### config.mk
export PLATFORM = sky130hd
export DESIGN_NAME = dwb_write_burst
export DESIGN_NICKNAME = d
export VERILOG_FILES = /design/src/hdl/dwb_pkg.sv /design/src/hdl/dwb_fifo.sv /design/src/hdl/dwb_timer.sv /design/src/hdl/dwb_write_burst.sv
export SDC_FILE = /design/constraint.sdc
export NUM_CORES = 1
export LEC_CHECK = 0
export BUFFER_PORTS_ARGS = -buffer_cell sky130_fd_sc_hd__buf_2
export CAP_MARGIN = 0
export CORE_AREA = 2 2 228 230
export CTS_CLUSTER_SIZE = 30
export DETAILED_ROUTE_END_ITERATION = 10
export DIE_AREA = 0 0 230 232
export HOLD_SLACK_MARGIN = 0.12
export RECOVER_POWER = 25
export SETUP_SLACK_MARGIN = 0.1
export SLEW_MARGIN = 30
export SYNTH_ARGS = -nofsm -noshare
export SYNTH_HDL_FRONTEND = slang
export SYNTH_SLANG_ARGS = --single-unit
### constraint.sdc
create_clock -name aclk -period 3 [get_ports aclk]
set_input_delay 0.75 -clock aclk [delete_from_list [all_inputs] [get_ports aclk]]
set_output_delay 0.75 -clock aclk [all_outputs]
set_load 0.03 [all_outputs]
### src/hdl/dwb_pkg.sv
/*
  Shared constants and carrier types of the write-burst timing block.
  Assumes a single 50 MHz clock shared by the controller, the block and the bus.
*/
package dwb_pkg;

  // ----------------------------------------------------------------------
  // Register byte offsets
  // ----------------------------------------------------------------------
  localparam logic [7:0] ADDR_CTRL = 8'h00;
  localparam logic [7:0] ADDR_LAT = 8'h04;
  localparam logic [7:0] ADDR_TWR = 8'h08;
  localparam logic [7:0] ADDR_TWTR = 8'h0C;
  localparam logic [7:0] ADDR_STAT = 8'h10;

  // ----------------------------------------------------------------------
  // Field positions
  // ----------------------------------------------------------------------
  localparam int CTRL_BL_LSB = 0;
  localparam int CTRL_DBI_BIT = 2;
  localparam int LAT_AL_LSB = 0;
  localparam int LAT_CWL_LSB = 8;
  localparam int TWR_NORM_LSB = 0;
  localparam int TWR_DBI_LSB = 8;
  localparam int TWTR_S_LSB = 0;
  localparam int TWTR_L_LSB = 8;
  localparam int TWTR_S_DBI_LSB = 16;
  localparam int TWTR_L_DBI_LSB = 24;
  localparam int STAT_BUSY_BIT = 0;
  localparam int STAT_WREC_BIT = 1;
  localparam int STAT_WCHOP_BIT = 2;
  localparam int STAT_RCHOP_BIT = 3;
  localparam int STAT_APPEND_BIT = 4;
  localparam int STAT_PRE_EARLY_BIT = 8;
  localparam int STAT_RD_EARLY_BIT = 9;
  localparam int STAT_BEAT_LOST_BIT = 10;

  // ----------------------------------------------------------------------
  // Writable masks and reset values
  // ----------------------------------------------------------------------
  localparam logic [31:0] CTRL_MASK = 32'h0000_0007;
  localparam logic [31:0] LAT_MASK = 32'h0000_1F1F;
  localparam logic [31:0] TWR_MASK = 32'h0000_FFFF;
  localparam logic [31:0] TWTR_MASK = 32'hFFFF_FFFF;
  localparam logic [31:0] RST_CTRL = 32'h0000_0000;
  localparam logic [31:0] RST_LAT = 32'h0000_0900;
  localparam logic [31:0] RST_TWR = 32'h0000_0D0C;
  localparam logic [31:0] RST_TWTR = 32'h0703_0602;

  // ----------------------------------------------------------------------
  // Burst-length codes of mode_register_zero and burst sizes
  // ----------------------------------------------------------------------
  localparam logic [1:0] BL_FIX8 = 2'h0;
  localparam logic [1:0] BL_OTF = 2'h1;
  localparam logic [1:0] BL_FIX4 = 2'h2;
  localparam logic [2:0] BURST8_CLKS = 3'h4;
  localparam logic [2:0] BURST4_CLKS = 3'h2;
  localparam int DQ_W = 32;
  localparam int FIFO_DEPTH = 8;

  // ----------------------------------------------------------------------
  // Carrier types
  // ----------------------------------------------------------------------
  typedef enum logic [1:0] {DWB_CMD_NOP, DWB_CMD_WR, DWB_CMD_RD, DWB_CMD_PRE} dwb_cmd_kind_t;

  typedef struct packed {
    dwb_cmd_kind_t kind;
    logic addr_a12;
    logic addr_a10;
    logic bg;
    logic [1:0] bank;
  } dwb_cmd_t;

  typedef struct packed {
    logic [1:0] bl;
    logic dbi;
    logic [4:0] al;
    logic [4:0] cwl;
    logic [7:0] twr;
    logic [7:0] twr_dbi;
    logic [7:0] twtr_s;
    logic [7:0] twtr_l;
    logic [7:0] twtr_s_dbi;
    logic [7:0] twtr_l_dbi;
  } dwb_cfg_t;

endpackage

### src/hdl/dwb_fifo.sv
/*
  Shift-register FIFO with valid/ready on both sides; head entry is a flip-flop.
  Assumes the filler honours in_ready and the drain may stall at will.
*/
`timescale 1ns/1ps
module dwb_fifo #(
  parameter int W = 32,
  parameter int D = 8
) (
  input wire logic aclk,
  input wire logic aresetn,
  input wire logic in_valid,
  output logic in_ready,
  input wire logic [W-1:0] in_data,
  output logic out_valid,
  input wire logic out_ready,
  output logic [W-1:0] out_data
);

  logic [W-1:0] dat_ff [D];
  logic [W-1:0] dat_ext [D+1];
  logic [D-1:0] vld_ff;
  logic [D:0] vld_ext;
  logic [D:0] occ;
  logic push;
  logic pop;

  assign in_ready = ~vld_ff[D-1];
  assign out_valid = vld_ff[0];
  assign out_data = dat_ff[0];
  assign push = in_valid & in_ready;
  assign pop = out_valid & out_ready;
  assign vld_ext = {1'b0, vld_ff};
  assign dat_ext[D] = '0;
  assign occ[0] = 1'b1;

  // ----------------------------------------------------------------------
  // One entry per stage: shift on pop, fill first free slot on push
  // ----------------------------------------------------------------------
  for (genvar i = 0; i < D; i++) begin : g_entry
    logic vs;
    logic [W-1:0] ds;
    logic fill;
    assign dat_ext[i] = dat_ff[i];
    assign vs = pop ? vld_ext[i+1] : vld_ff[i];
    assign ds = pop ? dat_ext[i+1] : dat_ff[i];
    assign occ[i+1] = vs;
    assign fill = push & ~vs & occ[i];
    always_ff @(posedge aclk) begin
      if (!aresetn) begin
        vld_ff[i] <= 1'b0;
        dat_ff[i] <= '0;
      end else begin
        vld_ff[i] <= vs | fill;
        dat_ff[i] <= fill ? in_data : ds;
      end
    end
  end

endmodule // dwb_fifo

### src/hdl/dwb_timer.sv
/*
  Down-counting timer: loads a cycle count and reports done when it reaches zero.
  Assumes load is a one-cycle pulse from logic on the same clock.
*/
`timescale 1ns/1ps
module dwb_timer (
  input wire logic aclk,
  input wire logic aresetn,
  input wire logic load,
  input wire logic [7:0] value,
  output logic [7:0] count,
  output logic done
);

  always_ff @(posedge aclk) begin
    if (!aresetn) begin
      count <= 8'h00;
    end else if (load) begin
      count <= value;
    end else if (count != 8'h00) begin
      count <= count - 8'h01;
    end
  end

  assign done = (count == 8'h00);

endmodule // dwb_timer

### src/hdl/dwb_write_burst.sv
/*
  Device-side write-path timing of a DDR4 SDRAM with AXI4-Lite configuration.
  Assumes command and data ports are driven by controller logic on aclk.
*/
// Added by the designer: the register offsets and the AXI4-Lite register port.
`timescale 1ns/1ps
module dwb_write_burst (
  input wire logic aclk,
  input wire logic aresetn,
  input wire logic [7:0] awaddr,
  input wire logic awvalid,
  output logic awready,
  input wire logic [31:0] wdata,
  input wire logic [3:0] wstrb,
  input wire logic wvalid,
  output logic wready,
  output logic [1:0] bresp,
  output logic bvalid,
  input wire logic bready,
  input wire logic [7:0] araddr,
  input wire logic arvalid,
  output logic arready,
  output logic [31:0] rdata,
  output logic [1:0] rresp,
  output logic rvalid,
  input wire logic rready,
  input wire logic cmd_valid,
  input wire dwb_pkg::dwb_cmd_t cmd,
  output logic cmd_ready,
  input wire logic dq_valid,
  input wire logic [dwb_pkg::DQ_W-1:0] dq_data,
  output logic core_valid,
  input wire logic core_ready,
  output logic [dwb_pkg::DQ_W-1:0] core_data,
  output logic ap_start,
  output logic [2:0] ap_bank
);

  typedef enum logic [1:0] {ST_IDLE, ST_LAT, ST_DATA} dwb_wst_t;

  dwb_wst_t state_ff, nxt_state;
  dwb_pkg::dwb_cfg_t cfg;
  logic [31:0] reg_ctrl_ff, reg_lat_ff, reg_twr_ff, reg_twtr_ff, stat_word;
  logic [5:0] lat_ff, wl, since_ff;
  logic [2:0] beat_ff, wr_bank_ff;
  logic chop_ff, rd_chop_ff, ap_pend_ff, cmd_ready_ff, ap_start_ff;
  logic [2:0] ap_bank_ff;
  logic pre_early_ff, rd_early_ff, beat_lost_ff;
  logic cmd_take, wr_take, rd_take, pre_take, last_beat, push, fifo_in_ready, ap_fire;
  logic wr_done, wtrs_done, wtrl_done, pre_viol, rd_viol, lost;
  logic [7:0] wr_cnt, wtrs_cnt, wtrl_cnt;
  logic aw_full_ff, w_full_ff, awready_ff, wready_ff, bvalid_ff, arready_ff, rvalid_ff;
  logic [7:0] awaddr_ff;
  logic [31:0] wdata_ff, rdata_ff;
  logic [3:0] wstrb_ff;
  logic [1:0] bresp_ff, rresp_ff;
  logic aw_take, w_take, ar_take, aw_have, w_have, do_wr, nxt_aw_full, nxt_w_full, nxt_bvalid;
  logic nxt_rvalid;
  logic [7:0] wr_addr;
  logic [31:0] wr_word;
  logic [3:0] wr_strb;

  function automatic logic is_chop(input logic [1:0] bl, input logic a12);
    case (bl)
      dwb_pkg::BL_FIX8: is_chop = 1'b0;
      dwb_pkg::BL_OTF: is_chop = ~a12;
      dwb_pkg::BL_FIX4: is_chop = 1'b1;
      default: is_chop = 1'b0;
    endcase
  endfunction

  function automatic logic [31:0] merge(input logic [31:0] old, input logic [31:0] val,
                                        input logic [3:0] strb, input logic [31:0] mask);
    logic [31:0] res;
    res = old;
    for (int b = 0; b < 4; b++) begin
      if (strb[b]) begin
        res[8*b +: 8] = val[8*b +: 8];
      end
    end
    merge = res & mask;
  endfunction

  // ----------------------------------------------------------------------
  // Configuration view of the register words
  // ----------------------------------------------------------------------
  assign cfg.bl = reg_ctrl_ff[dwb_pkg::CTRL_BL_LSB +: 2];
  assign cfg.dbi = reg_ctrl_ff[dwb_pkg::CTRL_DBI_BIT];
  assign cfg.al = reg_lat_ff[dwb_pkg::LAT_AL_LSB +: 5];
  assign cfg.cwl = reg_lat_ff[dwb_pkg::LAT_CWL_LSB +: 5];
  assign cfg.twr = reg_twr_ff[dwb_pkg::TWR_NORM_LSB +: 8];
  assign cfg.twr_dbi = reg_twr_ff[dwb_pkg::TWR_DBI_LSB +: 8];
  assign cfg.twtr_s = reg_twtr_ff[dwb_pkg::TWTR_S_LSB +: 8];
  assign cfg.twtr_l = reg_twtr_ff[dwb_pkg::TWTR_L_LSB +: 8];
  assign cfg.twtr_s_dbi = reg_twtr_ff[dwb_pkg::TWTR_S_DBI_LSB +: 8];
  assign cfg.twtr_l_dbi = reg_twtr_ff[dwb_pkg::TWTR_L_DBI_LSB +: 8];
  assign wl = {1'b0, cfg.al} + {1'b0, cfg.cwl};

  // ----------------------------------------------------------------------
  // Command decode and burst sequencer
  // ----------------------------------------------------------------------
  assign cmd_take = cmd_valid & cmd_ready_ff;
  assign wr_take = cmd_take & (cmd.kind == dwb_pkg::DWB_CMD_WR);
  assign rd_take = cmd_take & (cmd.kind == dwb_pkg::DWB_CMD_RD);
  assign pre_take = cmd_take & (cmd.kind == dwb_pkg::DWB_CMD_PRE);
  assign last_beat = (state_ff == ST_DATA) & (beat_ff == 3'h1);
  assign push = (state_ff == ST_DATA) & dq_valid;
  assign lost = ((state_ff == ST_DATA) & ~dq_valid) | (push & ~fifo_in_ready);

  always_comb begin
    nxt_state = state_ff;
    case (state_ff)
      ST_IDLE: if (wr_take) nxt_state = ST_LAT;
      ST_LAT: if (lat_ff <= 6'h01) nxt_state = ST_DATA;
      ST_DATA: if (beat_ff == 3'h1) nxt_state = ST_IDLE;
      default: nxt_state = ST_IDLE;
    endcase
  end

  always_ff @(posedge aclk) begin
    if (!aresetn) begin
      state_ff <= ST_IDLE;
      lat_ff <= 6'h00;
      beat_ff <= 3'h0;
    end else begin
      state_ff <= nxt_state;
      if (wr_take) begin
        // Latency below two is clamped to two
        lat_ff <= (wl < 6'h02) ? 6'h01 : wl - 6'h01;
      end else if (state_ff == ST_LAT) begin
        lat_ff <= lat_ff - 6'h01;
      end
      if (state_ff == ST_LAT && nxt_state == ST_DATA) begin
        beat_ff <= chop_ff ? dwb_pkg::BURST4_CLKS : dwb_pkg::BURST8_CLKS;
      end else if (state_ff == ST_DATA) begin
        beat_ff <= beat_ff - 3'h1;
      end
    end
  end

  always_ff @(posedge aclk) begin
    if (!aresetn) begin
      chop_ff <= 1'b0;
      rd_chop_ff <= 1'b0;
      wr_bank_ff <= 3'h0;
      cmd_ready_ff <= 1'b0;
    end else begin
      if (wr_take) begin
        chop_ff <= is_chop(cfg.bl, cmd.addr_a12);
        wr_bank_ff <= {cmd.bg, cmd.bank};
      end
      if (rd_take) begin
        rd_chop_ff <= is_chop(cfg.bl, cmd.addr_a12);
      end
      // Hold off commands until the burst ends and the FIFO has drained
      cmd_ready_ff <= (nxt_state == ST_IDLE) & ~core_valid & ~push;
    end
  end

  // ----------------------------------------------------------------------
  // Recovery and turnaround timers, loaded at the last beat
  // ----------------------------------------------------------------------
  dwb_timer u_twr (.aclk(aclk), .aresetn(aresetn), .load(last_beat),
    .value(cfg.dbi ? cfg.twr_dbi : cfg.twr), .count(wr_cnt), .done(wr_done));
  dwb_timer u_twtr_s (.aclk(aclk), .aresetn(aresetn), .load(last_beat),
    .value(cfg.dbi ? cfg.twtr_s_dbi : cfg.twtr_s), .count(wtrs_cnt), .done(wtrs_done));
  dwb_timer u_twtr_l (.aclk(aclk), .aresetn(aresetn), .load(last_beat),
    .value(cfg.dbi ? cfg.twtr_l_dbi : cfg.twtr_l), .count(wtrl_cnt), .done(wtrl_done));

  assign pre_viol = pre_take & ({cmd.bg, cmd.bank} == wr_bank_ff) & ~wr_done;
  assign rd_viol = rd_take & ((cmd.bg == wr_bank_ff[2]) ? ~wtrl_done : ~wtrs_done);
  assign ap_fire = ap_pend_ff & (state_ff == ST_IDLE) & ~wr_take & wr_done;

  always_ff @(posedge aclk) begin
    if (!aresetn) begin
      ap_pend_ff <= 1'b0;
      ap_start_ff <= 1'b0;
      ap_bank_ff <= 3'h0;
    end else begin
      ap_pend_ff <= wr_take ? cmd.addr_a10 : (ap_pend_ff & ~ap_fire);
      ap_start_ff <= ap_fire;
      if (ap_fire) begin
        ap_bank_ff <= wr_bank_ff;
      end
    end
  end

  // ----------------------------------------------------------------------
  // Write data path
  // ----------------------------------------------------------------------
  dwb_fifo #(.W(dwb_pkg::DQ_W), .D(dwb_pkg::FIFO_DEPTH)) u_fifo (
    .aclk(aclk), .aresetn(aresetn), .in_valid(push), .in_ready(fifo_in_ready),
    .in_data(dq_data), .out_valid(core_valid), .out_ready(core_ready), .out_data(core_data));

  // ----------------------------------------------------------------------
  // AXI4-Lite slave
  // ----------------------------------------------------------------------
  assign aw_take = awvalid & awready_ff;
  assign w_take = wvalid & wready_ff;
  assign ar_take = arvalid & arready_ff;
  assign aw_have = aw_full_ff | aw_take;
  assign w_have = w_full_ff | w_take;
  assign do_wr = aw_have & w_have & ~bvalid_ff;
  assign nxt_aw_full = aw_have & ~do_wr;
  assign nxt_w_full = w_have & ~do_wr;
  assign nxt_bvalid = do_wr | (bvalid_ff & ~bready);
  assign nxt_rvalid = ar_take | (rvalid_ff & ~rready);
  assign wr_addr = aw_take ? awaddr : awaddr_ff;
  assign wr_word = w_take ? wdata : wdata_ff;
  assign wr_strb = w_take ? wstrb : wstrb_ff;

  always_comb begin
    stat_word = 32'h0000_0000;
    stat_word[dwb_pkg::STAT_BUSY_BIT] = (state_ff != ST_IDLE);
    stat_word[dwb_pkg::STAT_WREC_BIT] = ~wr_done;
    stat_word[dwb_pkg::STAT_WCHOP_BIT] = chop_ff;
    stat_word[dwb_pkg::STAT_RCHOP_BIT] = rd_chop_ff;
    stat_word[dwb_pkg::STAT_APPEND_BIT] = ap_pend_ff;
    stat_word[dwb_pkg::STAT_PRE_EARLY_BIT] = pre_early_ff;
    stat_word[dwb_pkg::STAT_RD_EARLY_BIT] = rd_early_ff;
    stat_word[dwb_pkg::STAT_BEAT_LOST_BIT] = beat_lost_ff;
  end

  always_ff @(posedge aclk) begin
    if (!aresetn) begin
      aw_full_ff <= 1'b0;
      w_full_ff <= 1'b0;
      awready_ff <= 1'b0;
      wready_ff <= 1'b0;
      bvalid_ff <= 1'b0;
      bresp_ff <= 2'h0;
      awaddr_ff <= 8'h00;
      wdata_ff <= 32'h0000_0000;
      wstrb_ff <= 4'h0;
    end else begin
      aw_full_ff <= nxt_aw_full;
      w_full_ff <= nxt_w_full;
      awready_ff <= ~nxt_aw_full & ~nxt_bvalid;
      wready_ff <= ~nxt_w_full & ~nxt_bvalid;
      bvalid_ff <= nxt_bvalid;
      if (aw_take) awaddr_ff <= awaddr;
      if (w_take) begin
        wdata_ff <= wdata;
        wstrb_ff <= wstrb;
      end
      if (do_wr) begin
        case (wr_addr)
          dwb_pkg::ADDR_CTRL, dwb_pkg::ADDR_LAT, dwb_pkg::ADDR_TWR, dwb_pkg::ADDR_TWTR,
          dwb_pkg::ADDR_STAT: bresp_ff <= 2'h0;
          default: bresp_ff <= 2'h2;
        endcase
      end
    end
  end

  always_ff @(posedge aclk) begin
    if (!aresetn) begin
      reg_ctrl_ff <= dwb_pkg::RST_CTRL;
      reg_lat_ff <= dwb_pkg::RST_LAT;
      reg_twr_ff <= dwb_pkg::RST_TWR;
      reg_twtr_ff <= dwb_pkg::RST_TWTR;
    end else if (do_wr) begin
      case (wr_addr)
        dwb_pkg::ADDR_CTRL: reg_ctrl_ff <= merge(reg_ctrl_ff, wr_word, wr_strb, dwb_pkg::CTRL_MASK);
        dwb_pkg::ADDR_LAT: reg_lat_ff <= merge(reg_lat_ff, wr_word, wr_strb, dwb_pkg::LAT_MASK);
        dwb_pkg::ADDR_TWR: reg_twr_ff <= merge(reg_twr_ff, wr_word, wr_strb, dwb_pkg::TWR_MASK);
        dwb_pkg::ADDR_TWTR: reg_twtr_ff <= merge(reg_twtr_ff, wr_word, wr_strb, dwb_pkg::TWTR_MASK);
        default: reg_ctrl_ff <= reg_ctrl_ff;
      endcase
    end
  end

  // Sticky flags: write one to clear, a new event wins over the clear
  logic clr_stat;
  assign clr_stat = do_wr & (wr_addr == dwb_pkg::ADDR_STAT) & wr_strb[1];

  always_ff @(posedge aclk) begin
    if (!aresetn) begin
      pre_early_ff <= 1'b0;
      rd_early_ff <= 1'b0;
      beat_lost_ff <= 1'b0;
    end else begin
      pre_early_ff <= pre_viol | (pre_early_ff &
        ~(clr_stat & wr_word[dwb_pkg::STAT_PRE_EARLY_BIT]));
      rd_early_ff <= rd_viol | (rd_early_ff &
        ~(clr_stat & wr_word[dwb_pkg::STAT_RD_EARLY_BIT]));
      beat_lost_ff <= lost | (beat_lost_ff & ~(clr_stat & wr_word[dwb_pkg::STAT_BEAT_LOST_BIT]));
    end
  end

  always_ff @(posedge aclk) begin
    if (!aresetn) begin
      arready_ff <= 1'b0;
      rvalid_ff <= 1'b0;
      rdata_ff <= 32'h0000_0000;
      rresp_ff <= 2'h0;
    end else begin
      rvalid_ff <= nxt_rvalid;
      arready_ff <= ~nxt_rvalid;
      if (ar_take) begin
        rresp_ff <= 2'h0;
        case (araddr)
          dwb_pkg::ADDR_CTRL: rdata_ff <= reg_ctrl_ff;
          dwb_pkg::ADDR_LAT: rdata_ff <= reg_lat_ff;
          dwb_pkg::ADDR_TWR: rdata_ff <= reg_twr_ff;
          dwb_pkg::ADDR_TWTR: rdata_ff <= reg_twtr_ff;
          dwb_pkg::ADDR_STAT: rdata_ff <= stat_word;
          default: begin
            rdata_ff <= 32'h0000_0000;
            rresp_ff <= 2'h2;
          end
        endcase
      end
    end
  end

  assign awready = awready_ff;
  assign wready = wready_ff;
  assign bvalid = bvalid_ff;
  assign bresp = bresp_ff;
  assign arready = arready_ff;
  assign rvalid = rvalid_ff;
  assign rdata = rdata_ff;
  assign rresp = rresp_ff;
  assign cmd_ready = cmd_ready_ff;
  assign ap_start = ap_start_ff;
  assign ap_bank = ap_bank_ff;

  // ----------------------------------------------------------------------
  // Assertions
  // ----------------------------------------------------------------------
  always_ff @(posedge aclk) begin
    if (!aresetn) since_ff <= 6'h00;
    else if (wr_take) since_ff <= 6'h01;
    else if (since_ff != 6'h3F) since_ff <= since_ff + 6'h01;
  end

  property p_bl8_fixed;
    @(posedge aclk) disable iff (!aresetn)
    (wr_take && cfg.bl == dwb_pkg::BL_FIX8) |=> !chop_ff;
  endproperty
  a_bl8_fixed: assert property (p_bl8_fixed) else $error("fixed BL8 write was chopped");

  property p_otf_bl8;
    @(posedge aclk) disable iff (!aresetn)
    (wr_take && cfg.bl == dwb_pkg::BL_OTF && cmd.addr_a12) |=> !chop_ff;
  endproperty
  a_otf_bl8: assert property (p_otf_bl8) else $error("OTF A12 high write not BL8");

  property p_otf_bc4;
    @(posedge aclk) disable iff (!aresetn)
    (wr_take && cfg.bl == dwb_pkg::BL_OTF && !cmd.addr_a12) |=> chop_ff;
  endproperty
  a_otf_bc4: assert property (p_otf_bc4) else $error("OTF A12 low write not chopped");

  property p_bc4_fixed;
    @(posedge aclk) disable iff (!aresetn)
    (rd_take && cfg.bl == dwb_pkg::BL_FIX4) |=> rd_chop_ff;
  endproperty
  a_bc4_fixed: assert property (p_bc4_fixed) else $error("fixed BC4 read not chopped");

  property p_pre_early;
    @(posedge aclk) disable iff (!aresetn)
    (pre_take && {cmd.bg, cmd.bank} == wr_bank_ff && wr_cnt != 8'h00) |=> pre_early_ff;
  endproperty
  a_pre_early: assert property (p_pre_early) else $error("early precharge not flagged");

  property p_wtr_long;
    @(posedge aclk) disable iff (!aresetn)
    (rd_take && cmd.bg == wr_bank_ff[2] && wtrl_cnt != 8'h00) |=> rd_early_ff;
  endproperty
  a_wtr_long: assert property (p_wtr_long) else $error("same-group early read not flagged");

  property p_ap_wait;
    @(posedge aclk) disable iff (!aresetn)
    ap_start_ff |-> $past(wr_cnt) == 8'h00 && $past(state_ff) == ST_IDLE;
  endproperty
  a_ap_wait: assert property (p_ap_wait) else $error("auto-precharge before recovery");

  property p_dbi_twr;
    @(posedge aclk) disable iff (!aresetn)
    (last_beat && cfg.dbi) |=> wr_cnt == $past(cfg.twr_dbi);
  endproperty
  a_dbi_twr: assert property (p_dbi_twr) else $error("DBI recovery count not used");

  property p_a10_open;
    @(posedge aclk) disable iff (!aresetn)
    (wr_take && !cmd.addr_a10) |=> !ap_pend_ff ##1 !ap_start_ff;
  endproperty
  a_a10_open: assert property (p_a10_open) else $error("A10 low write closed bank");

  property p_wl_capture;
    @(posedge aclk) disable iff (!aresetn)
    (state_ff == ST_DATA && $past(state_ff) == ST_LAT) |->
      since_ff == ((wl < 6'h02) ? 6'h02 : wl);
  endproperty
  a_wl_capture: assert property (p_wl_capture) else $error("first beat not at WL");

  c_bl8: cover property (@(posedge aclk) disable iff (!aresetn) wr_take ##1 !chop_ff);
  c_bc4: cover property (@(posedge aclk) disable iff (!aresetn) wr_take ##1 chop_ff);
  c_ap: cover property (@(posedge aclk) disable iff (!aresetn) ap_start_ff);
  c_rd_early: cover property (@(posedge aclk) disable iff (!aresetn) rd_viol);

endmodule // dwb_write_burst

==> results of run 1 <==
[stage by stage]
stage                     cell area (um^2)  worst slack (ps)
after floorplan                      20200               457
after global placement               21600               163
after detailed placement             21600               124
after CTS                            23400               622
after global routing                 23300               269
final                                23300               421
[cells in the mapped netlist, types with 3 or more instances]
| cell | n |
|---|---|
| xor2_1 | 18 |
| o32ai_1 | 3 |
| or3_1 | 6 |
| clkbuf_1 | 181 |
| a21oi_1 | 105 |
| nand3_1 | 44 |
| dfxtp_1 | 459 |
| o22a_1 | 3 |
| a31oi_1 | 7 |
| mux2_2 | 27 |
| buf_1 | 9 |
| or4_1 | 3 |
| o22ai_1 | 6 |
| and2_1 | 26 |
| mux2i_1 | 73 |
| inv_1 | 39 |
| nor4_1 | 16 |
| a222oi_1 | 4 |
| a22oi_1 | 29 |
| nor3b_1 | 4 |
| o21ai_1 | 5 |
| o211ai_1 | 5 |
| clkbuf_2 | 32 |
| o41ai_1 | 3 |
| ha_1 | 18 |
| and3_1 | 6 |
| a311oi_1 | 225 |
| nand2_1 | 615 |
| or2_2 | 4 |
| nor2_1 | 335 |
| nand3b_1 | 6 |
| a21o_1 | 8 |
| nand2b_1 | 18 |
| buf_2 | 5 |
| mux4_2 | 3 |
| nor3_1 | 17 |
| o21ai_0 | 28 |
| xnor2_1 | 10 |
| a211oi_1 | 21 |
| mux2_1 | 11 |
| nor2b_1 | 14 |
[per-layer routing]
metal,vias up,wire (um)
li1,8716,-
met1,8446,25200
met2,490,24500
met3,73,3060
met4,2,963
met5,-,12
[cell type report]
class	count	area share, %
clock inverters	11	0.990
repair buffers	227	5.77
inverters	40	0.678
diodes	3	0.0323
clock buffers	82	6.59
multi-input cells	1758	42.8
flip-flops and latches	459	39.5
well taps	680	3.66
[cells by family (layout without fill, tap and decap cells)]
family,count (synthesis),in the layout
fa+ha+maj,19,19
flops,459,459
mux,115,115
compound gates,463,463
simple gates,1131,1131
xor+xnor,28,28
buf+inv,271,360
other cells,1,5
[critical path, cell delays in order, from the launching register on]
cell and delay, ps:
dfxtp_1 350, nand2_1 180, buf_4 210, nor3_1 450
o211ai_2 270, or3_1 570, mux2_1 370
[flip-flops by register name, summed over array words and instances (netlist names), 10 cells and up]
name and flops:
reg_twr_ff 16, wdata_ff 32, reg_twtr_ff 32, u_fifo.dat_ff 256, reg_lat_ff 10, rdata 32
[worst paths after layout]
path              startpoint              end  slack [ps]  cells after the start
setup / recovery     awready  reg_twtr_ff[18]         420                      6
hold / removal     awaddr[6]     awaddr_ff[6]         390                      3
setup reg to reg     awready  reg_twtr_ff[18]         420                      6
hold reg to reg   aw_full_ff          awready         420                      1
[report_power, final]
group	total, mW	switching, mW	internal [mW]
logic	1.67	1.00	0.668
clock network	6.48	2.55	3.93
registers	6.45	0.155	6.30
total	14.6	3.71	10.9
[cell usage in the layout, fill, tap and decap left out, types with 39 or more instances in the layout]
master     Yosys  layout
inv_1         39      39
clkbuf_1     181      67
nor2_1       335     335
clkbuf_16      0      51
a311oi_1     225     225
mux2i_1       73      73
buf_2          5     134
nand2_1      615     612
dfxtp_1      459     459
a21oi_1      105     105
nand3_1       44      43
==> results.py, run 1 <==
metrics = {
    "status": {
        "status": "complete, but fails checks",
        "violations": "capacitance limit, slew limit",
    },
    "floorplan": {
        "dieWidth_um": 230,
        "initial_utilization_pct": 39.6,
        "dieArea_um2": 53400,
        "core_um2": 50900,
        "rows": 83,
        "die_height_um": 232,
        "io_pins": 180,
    },
    "yosys": {
        "synth-seq-area-share_pct": 45.6,
        "synth-xor-area-share_pct": 1.22,
        "synth.avg_cell_area_um2": 8.11,
        "synth.distinct_cells": 67,
        "synthArstFlopShare_pct": 0,
        "synth_edf_count": 0,
        "synth_mux_area_share_pct": 6.15,
        "yosysWarnings": 0,
        "yosys.area_share.simple_pct": 23.4,
        "synth_area_um2": 20200,
        "ys_seq_elements": 459,
        "synth_top_family_by_area": "simple AND/OR/NAND/NOR gates",
        "synth_top_area_cell": "dfxtp_1",
        "synth-adder-area-share_pct": 1.22,
        "ys.flop_type": "dfxtp_1",
        "synthTopCellsByArea": "dfxtp_1 (46%), nand2_1 (11%), a311oi_1 (9.8%)",
        "synth_compound_area_share_pct": 17.0,
        "syn_inst": 2487,
        "synth_top_area_share_pct": 45.6,
    },
    "routing": {
        "routed_wirelength_mm": 53.7,
        "wl_per_cell_um": 16.5,
        "firstDrtPassIters": 6,
        "avgViaCountPerCell": 5.44,
        "first_iter_violations": 1578,
        "ant_nets": 0,
        "drc": 0,
        "vias": 17727,
    },
    "power_and_ir_drop": {
        "total_power_mw": 14.6,
        "vdd_drop_max_mv": 0.439,
        "p_leak_nw": 8.51,
        "power_density_nw_per_um2": 628,
    },
    "grt": {
        "gr-usage-met1_pct": 26.8,
        "grt_usage_pct": 19.4,
        "grt_pass1_vias": 16488,
        "grt_pass1_wl_mm": 86.0,
        "grt_util_met2_pct": 31.5,
        "grt.busiest_layer": "met2",
        "grt_overflow_total": 0,
        "antenna_found_initial": 4,
        "grt_max_degree": 168,
        "use_met3_pct": 3.29,
    },
    "timing": {
        "hold_viol_final": 0,
        "relSlewSlack_pct": -7.04,
        "worst_pin_slew_ps": 1610,
        "maxSlewViolCount": 37,
        "min_period_over_period_pct": 86.0,
        "period_needed_ps": 2580,
        "fmax_ghz": 0.388,
        "final-setup-viol-count": 0,
        "rsz0062_at_grt": "false",
        "hold-worst-slack_ps": 395,
        "setup_tns_ps": 0,
        "fin_skew_ps": 44.5,
    },
    "clocking": {
        "hold_buffers": 0,
        "post_cts_resized": 0,
        "root_buffer": "clkbuf_16",
        "cts_tree": "yes",
        "htree_levels": 2,
        "numCtsBuffers": 50,
        "clkLatencyLatePin_ps": 610,
        "cts_setup_buffers": 0,
        "clock_sinks": 459,
        "clk_pin_slew_ps": 60,
        "clockBufferDepth": 3,
    },
    "worst_setup_path": {
        "worstSetupEndpointType": "flip-flop",
        "path_max_fanout": 7,
        "worstPathArrival_ps": 3030,
        "path_class": "flip-flop to flip-flop",
        "worstSetupStartpointType": "flip-flop",
        "cp_data_required_time_ps": 3450,
    },
    "flow_run": {
        "cap_violations": 1,
    },
    "finish": {
        "regArea_um2": 9190,
        "final_nets": 2656,
        "drive_above_1_share_pct": 11.8,
        "post-route-util_pct": 45.7,
        "fillers": 4956,
        "multi_input_area_um2": 9950,
        "stdcell_count": 3260,
        "area_growth_pct": 15.3,
    },
    "placed_design": {
        "placed_cells": 3164,
        "routabilityCongestion": 0.901,
        "dp_hpwl_mm": 34.3,
        "numPortBuffers": 177,
    },
    "hold_path": {
        "hold_path_class": "input pin to flip-flop",
    },
}
Note: power is estimated with default switching activity, not from simulation.
==> inputs of run 2 (changes only) <==
- clock period: 3 -> 3.1 ns (I/O delays scaled with it)
==> run 2 against run 1 <==
  * The run still ends with capacitance limit, slew limit left
  * Register-to-register slack improved by 40 ps
  * Total power fell by 3.0%
  * Largest cell class unchanged
  * Largest power group unchanged
  * First-iteration DRC count fell by 12%
  * Worst hold slack improved by 38 ps
  * Critical endpoint is now reg_twtr_ff[19]
  * Via count fell by 0.21%
  * Sequential cell count did not move
==> results.py, run 2 (same netlist as run 1, synthesis figures left out) <==
metrics = {
    "floorplan": {
        "dieWidth_um": 230,
        "initial_utilization_pct": 39.6,
        "die_height_um": 232,
        "dieArea_um2": 53400,
        "core_um2": 50900,
        "io_pins": 180,
        "rows": 83,
    },
    "routing": {
        "firstDrtPassIters": 5,
        "drc": 0,
        "wl_per_cell_um": 16.5,
        "vias": 17689,
        "routed_wirelength_mm": 53.6,
        "ant_nets": 0,
        "avgViaCountPerCell": 5.43,
        "first_iter_violations": 1389,
    },
    "placed_design": {
        "placed_cells": 3162,
        "numPortBuffers": 177,
        "dp_hpwl_mm": 34.3,
        "routabilityCongestion": 0.878,
        "dp_slack_ps": 164,
    },
    "hold_path": {
        "hold_path_class": "flip-flop to flip-flop",
    },
    "timing": {
        "relSlewSlack_pct": -8.59,
        "rsz0062_at_grt": "false",
        "hold-worst-slack_ps": 433,
        "fmax_ghz": 0.378,
        "min_period_over_period_pct": 85.3,
        "fin_skew_ps": 39.7,
        "period_needed_ps": 2640,
        "setup_slack_ps": 456,
        "maxSlewViolCount": 37,
        "worst_pin_slew_ps": 1630,
        "final-setup-viol-count": 0,
        "hold_viol_final": 0,
        "setup_tns_ps": 0,
    },
    "finish": {
        "area_growth_pct": 15.4,
        "stdcell_count": 3257,
        "final_nets": 2655,
        "layout_commonest_cell": "nand2_1",
        "largest_register": "u_fifo.dat_ff",
        "most-common-layout-cells": "nand2_1 (612), dfxtp_1 (459), nor2_1 (335)",
        "drive_above_1_share_pct": 12.0,
        "largest_register_ffs": 256,
    },
    "grt": {
        "grt_usage_pct": 19.6,
        "grt_pass1_wl_mm": 87.1,
        "grt_pass1_vias": 16687,
        "antenna_found_initial": 3,
        "grt_max_degree": 137,
        "grt_overflow_total": 0,
    },
    "power_and_ir_drop": {
        "power_frac_comb_pct": 11.4,
        "p_leak_nw": 8.56,
        "sw_frac_of_total_pct": 25.7,
        "seqPwrFrac_pct": 44.1,
        "netSwitchingPower_mw": 3.64,
        "power_density_nw_per_um2": 608,
        "internal-power_mw": 10.5,
        "vdd_drop_max_mv": 0.477,
        "p_clk_share_pct": 44.6,
    },
    "worst_setup_path": {
        "cp_data_required_time_ps": 3560,
        "path_class": "flip-flop to flip-flop",
        "path_cells": "nand2_1 > clkbuf_1 > nor3_1 > o211ai_2 > or3_1 > mux2_1",
        "worstSetupEndpointType": "flip-flop",
        "critPathBufInv": 1,
        "path_max_fanout": 7,
        "worstPathArrival_ps": 3100,
        "critPathMaxStageDelay_ps": 600,
        "crit_family": "simple AND/OR/NAND/NOR gates",
        "cpMaxStageDelayCell": "or3_1",
        "worstSetupStartpointType": "flip-flop",
    },
    "clocking": {
        "clockBufferDepth": 3,
        "cts_tree": "yes",
        "clk_pin_slew_ps": 60,
        "htree_levels": 2,
        "post_cts_resized": 0,
        "hold_buffers": 0,
        "root_buffer": "clkbuf_16",
        "numCtsBuffers": 51,
        "clkLatencyLatePin_ps": 610,
        "cts_setup_buffers": 0,
        "clock_sinks": 459,
    },
    "flow_run": {
        "cap_violations": 1,
    },
    "status": {
        "status": "complete, but fails checks",
        "violations": "capacitance limit, slew limit",
    },
}
-- run 2: cell types whose count changed in the layout (fill, tap and decap cells not counted), moves of 2 or more --
cell and delta:
clkbuf_1 -9, buf_2 +8, buf_4 -7, mux2_1 +3, mux2_2 -3, buf_12 +2, diode_2 -2
-- run 2: final cells by class --
cell class	count	area (um^2)
Antenna cell	1	2.50
Clock buffer	80	1550
Clock inverter	14	229
Fill cell	4997	27600
Inverter	40	158
Multi-Input combinational cell	1758	9950
Sequential cell	459	9190
Tap cell	680	851
Timing Repair Buffer	225	1350
-- run 2: metal layers --
| metal | routed length (um) | track usage, % |
|---|---|---|
| met5 | 24 | 0 |
| met2 | 24500 | 31.7 |
| met1 | 25200 | 27.0 |
| met4 | 1200 | 5.52 |
| met3 | 2680 | 3.12 |
-- run 2: power groups by stage --
| stage | Sequential (mW) | Clock [mW] | Combinational (mW) |
|---|---|---|---|
| 2_1_floorplan | 6.36 | 0 | 1.16 |
| 3_3_place_gp | 6.36 | 0 | 1.57 |
| 3_5_place_dp | 6.37 | 0 | 1.61 |
| 4_1_cts | 6.24 | 6.43 | 1.62 |
| 5_1_grt | 6.26 | 6.69 | 1.79 |
| 6_report | 6.24 | 6.31 | 1.61 |
-- run 2: path summary, 6_finish.rpt --
path         startpoint              end  slack (ps)  depth (start not counted)
min          aw_full_ff          awready         430                          1
min reg2reg  aw_full_ff          awready         430                          1
max reg2reg     awready  reg_twtr_ff[19]         460                          6
max             awready  reg_twtr_ff[19]         460                          6
-- run 2: per-stage QoR --
step           util [%]  cell area (um^2)  power [mW]
2_1_floorplan         -             20200        7.52
3_3_place_gp       42.5             21600        7.93
3_5_place_dp       42.5             21600        7.98
4_1_cts            45.9             23400        14.3
5_1_grt            45.7             23300        14.7
6_report           45.7             23300        14.2
